## config.mk

```make
export PLATFORM = sky130hd
export DESIGN_NAME = iface_control
export DESIGN_NICKNAME = d
export VERILOG_FILES = /design/src/design/iface_ctrl_pkg.sv /design/src/design/iface_reg_file.sv /design/src/design/fault_indicator.sv /design/src/design/iface_control.sv
export SDC_FILE = /design/constraint.sdc
export NUM_CORES = 1
export LEC_CHECK = 0
export ABC_CLOCK_PERIOD_IN_PS = 1200
export CELL_PAD_IN_SITES_DETAIL_PLACEMENT = 1
export CELL_PAD_IN_SITES_GLOBAL_PLACEMENT = 1
export CORE_MARGIN = 4
export CORE_UTILIZATION = 38
export DETAILED_ROUTE_END_ITERATION = 8
export DONT_BUFFER_PORTS = 1
export HOLD_SLACK_MARGIN = 0.08
export PLACE_DENSITY = 0.66
export SLEW_MARGIN = 10
export SYNTH_ARGS = -nofsm -noshare
export SYNTH_HDL_FRONTEND = slang
export SYNTH_SLANG_ARGS = --single-unit
```

## constraint.sdc

```tcl
create_clock -name clk_sys -period 1.2 [get_ports clk_sys]
set_input_delay 0.18 -clock clk_sys [delete_from_list [all_inputs] [get_ports clk_sys]]
set_output_delay 0.18 -clock clk_sys [all_outputs]
set_load 0.02 [all_outputs]
```

## src/design/iface_ctrl_pkg.sv

```systemverilog
package iface_ctrl_pkg;
	// ----------------------------------------
	// register addresses
	// ----------------------------------------
	localparam logic [5:0] ADDR_WRITE = 6'h07;
	localparam logic [5:0] ADDR_SET   = 6'h08;
	localparam logic [5:0] ADDR_CLEAR = 6'h09;
	localparam logic [7:0] RESET_VAL  = 8'h00;
	localparam logic [7:0] ZERO_BYTE  = 8'h00;
	localparam logic [7:0] ALL_ONES   = 8'hFF;
	// ----------------------------------------
	// field positions
	// ----------------------------------------
	localparam int BIT_PROTECT_DIS = 7;
	localparam int BIT_PASSTHROUGH = 6;
	localparam int BIT_COMPLEMENT  = 5;
	localparam int BIT_CLK_KEEP    = 3;
	localparam int BIT_THREE_WIRE  = 1;
	localparam int BIT_SIX_WIRE    = 0;
	// used bits; reserved 4 and 2 store but steer nothing
	localparam logic [7:0] USED_MASK = 8'hEB;
	typedef enum logic [2:0] {
		MODE_PARALLEL = 3'h1,
		MODE_SIX      = 3'h2,
		MODE_THREE    = 3'h4
	} iface_mode_t;
endpackage : iface_ctrl_pkg

```

## src/design/iface_reg_file.sv

```systemverilog
`timescale 1ns/1ps
// ----------------------------------------
// control byte with write/set/clear aliases
// ----------------------------------------
module iface_reg_file (
	input  wire logic       clk_sys,
	input  wire logic       rst_n,
	input  wire logic       wr_en,
	input  wire logic [5:0] wr_addr,
	input  wire logic [7:0] wr_data,
	input  wire logic       three_exit,
	input  wire logic       six_exit,
	output logic      [7:0] ctrl_reg
);
	logic [7:0] ctrl_next;

	always_comb begin
		ctrl_next = ctrl_reg;
		if (wr_en) begin
			unique case (wr_addr)
				iface_ctrl_pkg::ADDR_WRITE: ctrl_next = wr_data;
				iface_ctrl_pkg::ADDR_SET:   ctrl_next = ctrl_reg | wr_data;
				iface_ctrl_pkg::ADDR_CLEAR: ctrl_next = ctrl_reg & ~wr_data;
				default:                    ctrl_next = ctrl_reg;
			endcase
		end
		// hardware exit clear wins over a write in the same cycle
		if (three_exit)
			ctrl_next[iface_ctrl_pkg::BIT_THREE_WIRE] = 1'b0;
		if (six_exit)
			ctrl_next[iface_ctrl_pkg::BIT_SIX_WIRE] = 1'b0;
	end

	always_ff @(posedge clk_sys or negedge rst_n) begin
		if (!rst_n)
			ctrl_reg <= iface_ctrl_pkg::RESET_VAL;
		else
			ctrl_reg <= ctrl_next;
	end
endmodule : iface_reg_file

```

## src/design/fault_indicator.sv

```systemverilog
`timescale 1ns/1ps
// ----------------------------------------
// overcurrent indicator conditioning
// ----------------------------------------
module fault_indicator (
	input  wire logic clk_sys,
	input  wire logic rst_n,
	input  wire logic overcurrent_fault_in,
	input  wire logic vbus_valid_comparator,
	input  wire logic complement_en,
	input  wire logic passthrough_en,
	output logic      vbus_indicator_reg
);
	logic complement_out;
	logic vbus_indicator_next;

	always_comb begin
		complement_out      = overcurrent_fault_in ^ complement_en;
		vbus_indicator_next = passthrough_en ? complement_out
			: (complement_out & vbus_valid_comparator);
	end

	always_ff @(posedge clk_sys or negedge rst_n) begin
		if (!rst_n)
			vbus_indicator_reg <= 1'b0;
		else
			vbus_indicator_reg <= vbus_indicator_next;
	end
endmodule : fault_indicator

```

## src/design/iface_control.sv

```systemverilog
`timescale 1ns/1ps
module iface_control (
	input  wire logic       clk_sys,
	input  wire logic       rst_n,
	input  wire logic       reg_wr_en,
	input  wire logic [5:0] reg_addr,
	input  wire logic [7:0] reg_wr_data,
	output logic      [7:0] reg_rd_data,
	output logic            reg_rd_hit,
	input  wire logic       low_power_n,
	input  wire logic       serial_exit,
	input  wire logic       stop_in,
	input  wire logic       stop_driven,
	input  wire logic       overcurrent_fault_in,
	input  wire logic       vbus_valid_comparator,
	output logic            stop_pullup_en,
	output logic            data_pulldown_en,
	output logic            link_released,
	output logic            clock_powered,
	output logic      [2:0] iface_mode,
	output logic            vbus_indicator
);
	logic [7:0] ctrl_reg;
	logic       protect_on;
	logic       three_exit;
	logic       six_exit;
	logic       serial_active;
	logic       release_reg;
	logic       release_next;
	logic       pulldown_reg;
	logic       pulldown_next;
	iface_ctrl_pkg::iface_mode_t mode_reg;
	iface_ctrl_pkg::iface_mode_t mode_next;

	// ----------------------------------------
	// register file
	// ----------------------------------------
	assign three_exit = serial_exit && (mode_reg == iface_ctrl_pkg::MODE_THREE);
	assign six_exit   = serial_exit && (mode_reg == iface_ctrl_pkg::MODE_SIX);

	iface_reg_file u_regs (
		.clk_sys   (clk_sys),
		.rst_n     (rst_n),
		.wr_en     (reg_wr_en),
		.wr_addr   (reg_addr),
		.wr_data   (reg_wr_data),
		.three_exit(three_exit),
		.six_exit  (six_exit),
		.ctrl_reg  (ctrl_reg)
	);

	// all three aliases read the same byte
	always_comb begin
		reg_rd_hit  = (reg_addr == iface_ctrl_pkg::ADDR_WRITE)
			|| (reg_addr == iface_ctrl_pkg::ADDR_SET)
			|| (reg_addr == iface_ctrl_pkg::ADDR_CLEAR);
		reg_rd_data = reg_rd_hit ? ctrl_reg : iface_ctrl_pkg::ZERO_BYTE;
	end

	// ----------------------------------------
	// interface mode
	// ----------------------------------------
	// six-wire has priority if the link breaks the one-field rule
	always_comb begin
		if (ctrl_reg[iface_ctrl_pkg::BIT_SIX_WIRE])
			mode_next = iface_ctrl_pkg::MODE_SIX;
		else if (ctrl_reg[iface_ctrl_pkg::BIT_THREE_WIRE])
			mode_next = iface_ctrl_pkg::MODE_THREE;
		else
			mode_next = iface_ctrl_pkg::MODE_PARALLEL;
	end

	always_ff @(posedge clk_sys or negedge rst_n) begin
		if (!rst_n)
			mode_reg <= iface_ctrl_pkg::MODE_PARALLEL;
		else
			mode_reg <= mode_next;
	end

	assign iface_mode    = mode_reg;
	assign serial_active = (mode_reg != iface_ctrl_pkg::MODE_PARALLEL);
	// suspend itself is owned elsewhere; here it only qualifies the clock keep
	assign clock_powered = !serial_active
		|| (low_power_n && ctrl_reg[iface_ctrl_pkg::BIT_CLK_KEEP]);

	// ----------------------------------------
	// interface protection
	// ----------------------------------------
	assign protect_on = !ctrl_reg[iface_ctrl_pkg::BIT_PROTECT_DIS];

	always_comb begin
		release_next  = protect_on && !stop_driven;
		pulldown_next = protect_on && stop_in && !stop_driven;
	end

	always_ff @(posedge clk_sys or negedge rst_n) begin
		if (!rst_n) begin
			release_reg  <= 1'b0;
			pulldown_reg <= 1'b0;
		end else begin
			release_reg  <= release_next;
			pulldown_reg <= pulldown_next;
		end
	end

	assign stop_pullup_en   = protect_on;
	assign data_pulldown_en = pulldown_reg && protect_on;
	assign link_released    = release_reg;

	// ----------------------------------------
	// fault indicator
	// ----------------------------------------
	fault_indicator u_fault (
		.clk_sys              (clk_sys),
		.rst_n                (rst_n),
		.overcurrent_fault_in (overcurrent_fault_in),
		.vbus_valid_comparator(vbus_valid_comparator),
		.complement_en        (ctrl_reg[iface_ctrl_pkg::BIT_COMPLEMENT]),
		.passthrough_en       (ctrl_reg[iface_ctrl_pkg::BIT_PASSTHROUGH]),
		.vbus_indicator_reg   (vbus_indicator)
	);
endmodule : iface_control

```

# Word-level counts from Yosys, hierarchy flattened
# Index checks and enable logic that the tools add are counted.
# op_classes
eq_ne	6
mux	8
bitwise	5
n_reduce_logical	21
# op_table
operator	n
one-hot mux 8 bit (3 select lines)	1
== test 6 x 4 -> 1 bit (second input constant)	2
AND 8 bit	1
2-to-1 mux 8 bit	1
NOT 8 bit	1
OR 8 bit	1
nonzero test 4 bit	2
logical AND 1 bit	7
== test 6 x 3 -> 1 bit (second input constant)	1
2-to-1 mux 3 bit	2
AND reduction 2 bit	3
nonzero test 2 bit	2
== test 3 x 2 -> 1 bit (second input constant)	1
== test 3 bit (second input constant)	1
logical NOT 1 bit	3
logical OR 1 bit	3
2-to-1 mux 1 bit	3
!= test 3 x 1 -> 1 bit (second input constant)	1
nonzero test 3 bit	1
2-to-1 mux 2 bit	1
AND 1 bit	1
XOR 1 bit	1
# totals
reg_bits	14
inputBits	23
out_inout_bits	17
elab_cells	47

# Longest topological paths before layout
# Gate-level depths: netlist (run 1).
# logic_depth
word_depth	5
depth_mapped	5
depth_no_buf	4

# Hierarchy
# A second synthesis (run 1) with hierarchy kept.
# hier_totals
cells_unflattened	94
area_unflattened_um2	915.9
# by_module_without_submodules
mod	n_inst	cells_each	area_each_um2	seq_area_each_um2
iface_reg_file	1	56	548.0	200.2
iface_control	1	35	331.6	126.4
fault_indicator	1	3	36.3	25.0

# Least setup slack after synthesis (run 1)
# Ideal clock, no wire load.
# synth_path
path_kind	reg-to-output
startpoint	register u_regs.ctrl_reg[7]
endpoint	output port reg_rd_data[7]
arrival_ps	1204
required_time_ps	1020
path_slack_ps	-184
path_stages_with_launch	3
n_path_buf	0
path_cell_list	dfrtp_1 -> inv_1 -> nor4_1
# synth_via
elab_chain_len	1
# synth_lines
item	line	text
start: declaration	iface_reg_file.sv:13	output logic [7:0] ctrl_reg
start signal: assignment	iface_reg_file.sv:36	ctrl_reg <= iface_ctrl_pkg::RESET_VAL;
start signal: assignment	iface_reg_file.sv:38	ctrl_reg <= ctrl_next;
2-to-1 mux 8 bit	iface_control.sv:57	reg_rd_data = reg_rd_hit ? ctrl_reg : iface_ctrl_pkg::ZERO_BYTE;
end: declaration	iface_control.sv:8	output logic [7:0] reg_rd_data,
# Every way passes these cells.

# Worst setup path in the final report (run 1)
# Ends and elaborated chain as after synthesis.

==> results of run 1 <==
## kinds of logic after synthesis
kind of cell           share of synthesized area
AND/OR/NAND/NOR                            0.304
flip-flops                                 0.485
buffers and inverters                     0.0259
AO/OA/AOI/OAI                              0.185
## power groups by stage
stage	registers [mW]	logic, mW	clock network [mW]
2_1_floorplan	0.681	0.160	0
3_5_place_dp	0.642	0.329	0
6_report	0.651	0.490	0.339
5_1_grt	0.665	0.521	0.383
4_1_cts	0.640	0.412	0.350
3_3_place_gp	0.631	0.321	0
## per-layer routing
layer / routed length [um] / share of wire / track usage / vias up
li1: - / - / - / 315
met1: 872 / 0.41 / 0.235 / 318
met2: 1040 / 0.49 / 0.301 / 32
met3: 191 / 0.090 / 0.0573 / 5
met4: 32 / 0.015 / 0.0786 / 0
met5: 0 / 0 / 0 / -
## cell type report
type                       instances  share of cell area
tap                               25              0.0287
sequential                        14               0.324
inverter                           1             0.00345
multi-input combinational         54               0.389
clock buffer                       4              0.0333
timing repair buffer              26               0.222
## worst max-delay path, stage by stage, from the launching register on
cell and delay [ns]:
dfrtp_1 0.43, inv_2 0.06, nor4_2 0.21, buf_4 0.18
## synth_stat cells (2+ instances only)
library cell / n / share of area
a211oi_1: 6 / 0.062
a21oi_1: 7 / 0.048
nor2b_1: 2 / 0.017
nor3b_2: 2 / 0.035
nand2_1: 3 / 0.016
dfrtp_1: 13 / 0.45
and2_1: 8 / 0.069
nor2_1: 10 / 0.052
o21a_1: 2 / 0.021
## repair_timing
| item | 4_1_cts | 5_1_grt |
|---|---|---|
| pin swaps | 4 | 2 |
| hold buffers | 11 | 0 |
| resized for setup | 17 | 5 |
| setup endpoints to repair | 12 | 14 |
| buffers inserted | 5 | 0 |
| endpoints found under the hold margin | 24 | 0 |
## per-stage QoR
step	cells	setup slack (ns)	total power [mW]
after floorplan	71	-0.0976	0.841
after global placement	104	-0.0661	0.952
after detailed placement	104	-0.116	0.971
after CTS	124	-0.156	1.40
after global routing	124	-0.209	1.57
final	124	-0.143	1.48
## worst paths after layout
kind / end / slack, ns / cells past startpoint
max in group asynchronous: iface_mode[2] / 0.39 / 1
max: reg_rd_data[7] / -0.14 / 3
min reg2reg: iface_mode[0] / 0.46 / 1
min: u_regs.ctrl_reg[7] / 0.09 / 2
max reg2reg: u_regs.ctrl_reg[0] / -0.03 / 3
min in group asynchronous: u_regs.ctrl_reg[1] / 0.36 / 1
==> out/summary.md, run 1 <==
The flow ran to the end, but the final reports show violations. The final reports fail on negative setup slack. Clock latency on the worst-skew pair, taken at its later pin, is 0.28 ns. Data arrival time at the worst-slack endpoint: 1.16 ns. The type of the worst setup path was reg2out. The logs give 0.229 for the power share of the clock group and 0.00740 ns for the worst-case clock skew.

The tools report the part of the power in registers as 0.440. The count of buffers added on input and output ports is 0. The tools report the critical hold path startpoint as reg_wr_data[7]. Adding up every negative setup slack in the final design gives -0.315 ns. The number of nets still failing antenna checks after routing is 0. The internal power consumption was 1.01 mW; the required time of the worst setup path was 1.02 ns. The initialized floorplan defines 15 standard-cell rows. After routing the design area is 1090 um2. Worst hold-check path type: in2reg.

The share of cells above drive strength 1 came out at 0.414. The run gives 2130 um as the total length of routed wires. Starting density of the core: 0.411. At the pin with the least slew margin, the transition time is 0.649 ns. The number of clock sinks is 14.

The switching part of the total works out to 0.316. The headroom to the max-slew limit is 0.566, and the number of storage elements in the synthesis netlist is 14. Across the VDD grid, the largest voltage drop is 0.803 mV. The number of enable flip-flop cells after synthesis is 0, and the area of the mapped netlist is 724 um2. The chip width is 51.7 um. The post-route worst hold slack was 0.0875 ns; the H-tree depth reported by CTS was 1. The post-layout worst setup margin came out at -0.143 ns.

The max-capacitance violation count came out at 0. The tools report the post-detailed-placement cell area as 831 um2. The floorplan step defined a die boundary enclosing 2670 um2. Global routing finished with a remaining overflow of 0. Sort of element at the end of the critical path: an output pin. For this design the ratio of total power to cell area is 1360 nW/um2. Counting every instance in the synthesized netlist gives 71.

The ratio of final minimum period to clock period is 1.12, and the mean routed wirelength per cell is 17.2 um. The clock tree root driver cell is clkbuf_4. The number of nets in the synthesized netlist is 94. The Yosys step of the flow raised 0 warnings. For the initial antenna violation count, the log shows 0. Leaving out fill and tap cells, the most frequent cells in the layout are 12 x dfrtp_1, 11 x dlygate4sd3_1, 10 x buf_4. Setup repair after global routing could not meet its margin everywhere. The number of distinct library cells after synthesis was 27. At the end of the flow, the number of nets in the layout was 123. The half-perimeter wire length of the detailed placement result is 1450 um, and the critical-path maximum fanout is 4. The run gives 1 as the initial detailed-routing violation count. The TritonCTS buffer count is 3, and the number of iterations in the first detailed-routing pass is 2.

Each instance of the synthesized netlist takes up on average 10.2 um2. For this design the top-level I/O count stands at 40. The number of flip-flops in the largest register is 8, and the number of inserted diodes is 0. From bottom edge to top edge, the die measures 51.7 um. Leading register cell type out of synthesis: dfrtp_1. The core region is 1760 um2.

The maximum clock path buffer count is 2, and the area growth from synthesis to layout is 50.3%. The leakage power total was 0.468 nW; the via count of the first global-routing pass was 765. For the share of the yosys chip area belonging to registers, the log shows 0.485. Dividing the detail-routed via count by the number of cells gives 5.40. TritonCTS built the clock tree. In this run the worst setup path begins at u_regs.ctrl_reg[7]. The run gives 0.331 as the fraction of power consumed by combinational cells. The routed layout has 670 vias.

The switching power is 0.468 mW. Fraction of registers with async set or reset after synthesis: 1.00. The worst register-to-register path begins at iface_mode[0]. The final cell utilization of the core came out at 0.617. Leaving out fill and tap cells, the most frequent cell in the layout is dfrtp_1. The worst path in the final design needs a cycle of 1.34 ns, including I/O delays and setup. Derived from the worst setup path, the maximum achievable clock frequency is 745 MHz. Setup violations remaining at the end of the flow were counted as 4.

The final max-slew violation count was 0. The area taken by flip-flops and latches was 353 um2; the total track usage was 0.188. Entering global routing, the biggest net connects 15 pins.

The clock edge transition at the registers on the reported setup and hold paths was 0.09 ns; the total count of hold-check failures in the final report was 0. At the end of routability-driven placement, the weighted congestion stood at 0.729. The area of the multi-input gates came out at 423 um2. For this run, design rule violations remaining after detail routing come to 0. The worst setup path is launched from a register. Wire length of the first global-routing pass: 3720 um.

The count of filler cells inserted in the layout came out at 199.
Note: power is estimated with default switching activity, not from simulation.
==> inputs of run 2 (changes only) <==
Settings changed: ABC_CLOCK_PERIOD_IN_PS 1200 to 1500, CORE_UTILIZATION 38 to 40, GPL_TIMING_DRIVEN set to 0, PLACE_DENSITY 0.66 to 0.67.
Clock period 1.2 ns to 1.5 ns, I/O delays scaled along.
==> out/summary.md, run 2 (synthesis results as in run 1) <==
The number of top-level pins was 40 (unchanged). In the layout the commonest cells are 12 x dfrtp_1, 11 x dlygate4sd3_1, 9 x nor2_1. The tools report the final max-slew violation count as 0 (unchanged).

The run gives 2 (unchanged) as the maximum clock path buffer count. The highest cell delay on the worst timing path works out to 0.40 ns (-0.03 ns). STA classifies the critical path endpoint as an output pin. The TritonCTS buffer count is 3 (unchanged). TritonCTS built the clock tree. The slew at the pin closest to its max-slew limit works out to 0.622 ns (-0.0271 ns). The logs give 0.403 nW (-14%) for the leakage power total and 15 (unchanged) for the largest net degree at the start of global routing. For the worst-case clock skew, the log shows 0.00976 ns (+0.00236 ns). The startpoint class of the critical path was an input port. The clock period minus worst slack works out to 1.47 ns. The area growth from synthesis to layout was 34.4%; the register-to-register setup slack was 0.18 ns (+0.21 ns). The number of I/O port buffers came out at 0 (unchanged).

The total length of routed wires is 1990 um (-6.5%). The critical path is of the in2out type. The final routed DRC violation total is 0 (unchanged).

The path class of the tightest hold or removal check is in2reg. Starting density of the core: 0.420 (+0.00893). The mean routed wirelength per cell is 17.3 um (+0.84%), and the H-tree depth reported by CTS is 1 (unchanged). The tools report the number of failing setup endpoints in the final timing report as 0 (-4).

Static timing analysis puts the maximum clock frequency at 680 MHz. For the placer's final routability congestion estimate, the log shows 0.734 (+0.69%). The count of filler cells inserted in the layout is 206 (+3.5%). The tools report the area of the core as 1730 um2 (-2.1%). Pre-CTS setup slack: -0.0348 ns (+0.0811 ns). Final cell utilization of the core: 0.564 (-0.0533).

The run gives 720 (-5.9%) as the via count of the first global-routing pass. Data arrival time at the worst-slack endpoint: 1.25 ns (+0.09 ns). The critical path goes through and4b_2 > nor2_4 > nor3_4 > and2_4. Leaving out fill and tap cells, the most frequent cell in the layout is dfrtp_1. The share of cells above drive strength 1 is 0.300 (-0.114), and the max-capacitance violation count is 0 (unchanged).

The run gives 4 (+2) as the number of iterations in the first detailed-routing pass. The chip width was 50.6 um (-2.1%). For the area taken by flip-flops and latches, the log shows 353 um2 (unchanged).

The area of the multi-input gates is 402 um2 (-5.0%). Cell at the slowest stage of the critical path: nor3_4. The number of inserted diodes was 0 (unchanged). The run gives 0 (unchanged) as the initial antenna violation count. The peak supply drop was 0.702 mV (-13%); the die area was 2560 um2 (-4.2%).

The required time of the worst setup path came out at 1.27 ns (+0.25 ns). The run gives 0 (unchanged) as the number of nets still failing antenna checks after routing. The per-cell via count in the routed design is 5.42 (+0.26%), and the number of vias after detailed routing is 623 (-7.0%).

The clock edge transition at the registers on the reported setup and hold paths was 0.09 ns (about the same). The ratio of final minimum period to clock period was 0.980; the number of rows created at floorplan was 15 (unchanged). Initial detailed-routing violation count: 10 (+9). Clock tree synthesis selected as its root buffer the cell clkbuf_4. The flow ran to the end, and the final reports show no timing, DRC or antenna violations.

Insertion delay of the later-clocked pin in the worst-skew pair: 0.28 ns (about the same). The total power after layout was 0.966 mW (-35%); the vertical die dimension was 50.6 um (-2.1%). For the setup TNS after final layout, the log shows 0 ns (+0.315 ns). The power density over the cells is 992 nW/um2 (-27%), and the critical-path maximum fanout is 8 (+4). Setup repair after global routing could not meet its margin everywhere.

Post-layout worst setup margin: 0.0293 ns (+0.172 ns). The half-perimeter wire length of the detailed placement result is 1390 um (-4.0%). The logs give 114 (-7.3%) for the number of nets at the end of the flow and 0.584 (+0.0181) for the headroom to the max-slew limit. The tools report the wire length of the first global-routing pass as 3370 um (-9.5%). The total track usage is 0.179 (-0.00983). The total count of hold-check failures in the final report is 0 (unchanged).

The number of flip-flops in the largest register came out at 8 (unchanged). For the global route total overflow, the log shows 0 (unchanged). Number of clock sinks: 14 (unchanged).
## run 2: layer usage
metal,global-route usage,vias to the layer above,share of wire
met5,0,-,0
met4,0.0269,0,0.0045
li1,-,294,-
met3,0.0742,2,0.10
met2,0.320,30,0.52
met1,0.200,297,0.37
## run 2: worst max-delay path, delay by kind of cell
kind             cells  cell delay, ns
and+or+nand+nor      4            1.02
## run 2: worst paths after layout
check | from | endpoint | depth (start not counted)
setup / recovery | reg_addr[3] | reg_rd_data[4] | 4
hold / removal | reg_wr_data[5] | u_regs.ctrl_reg[5] | 2
setup reg to reg | iface_mode[2] | u_regs.ctrl_reg[0] | 3
hold reg to reg | u_regs.ctrl_reg[0] | iface_mode[1] | 0
max in group asynchronous | rst_n | u_regs.ctrl_reg[7] | 1
min in group asynchronous | rst_n | u_regs.ctrl_reg[2] | 1
## run 2: cell type report
type,count,share of cell area
flip-flops and latches,14,0.362
well taps,25,0.0321
repair buffers,15,0.144
plain buffers,2,0.0154
inverters,1,0.00643
multi-input cells,54,0.413
clock buffers,4,0.0270
## run 2: through the flow
step / hold slack, ns / instance area [um2] / cells
5_1_grt: 0.155 / 973 / 115
2_1_floorplan: -0.0706 / 724 / 71
6_report: 0.134 / 973 / 115
3_3_place_gp: -0.0703 / 756 / 96
4_1_cts: 0.129 / 962 / 114
3_5_place_dp: -0.0701 / 756 / 96
## run 2: where the power goes
group	total (mW)	internal, mW	switching [mW]
Clock	0.221	0.103	0.118
Sequential	0.562	0.447	0.114
Combinational	0.184	0.0936	0.0900
## run 2: what timing repair did
item,CTS,global route
pin swaps,5,4
hold buffers,11,0
endpoints found under the setup margin,8,8
hold endpoints to repair,24,0
setup buffers,3,1
resized for setup,20,3
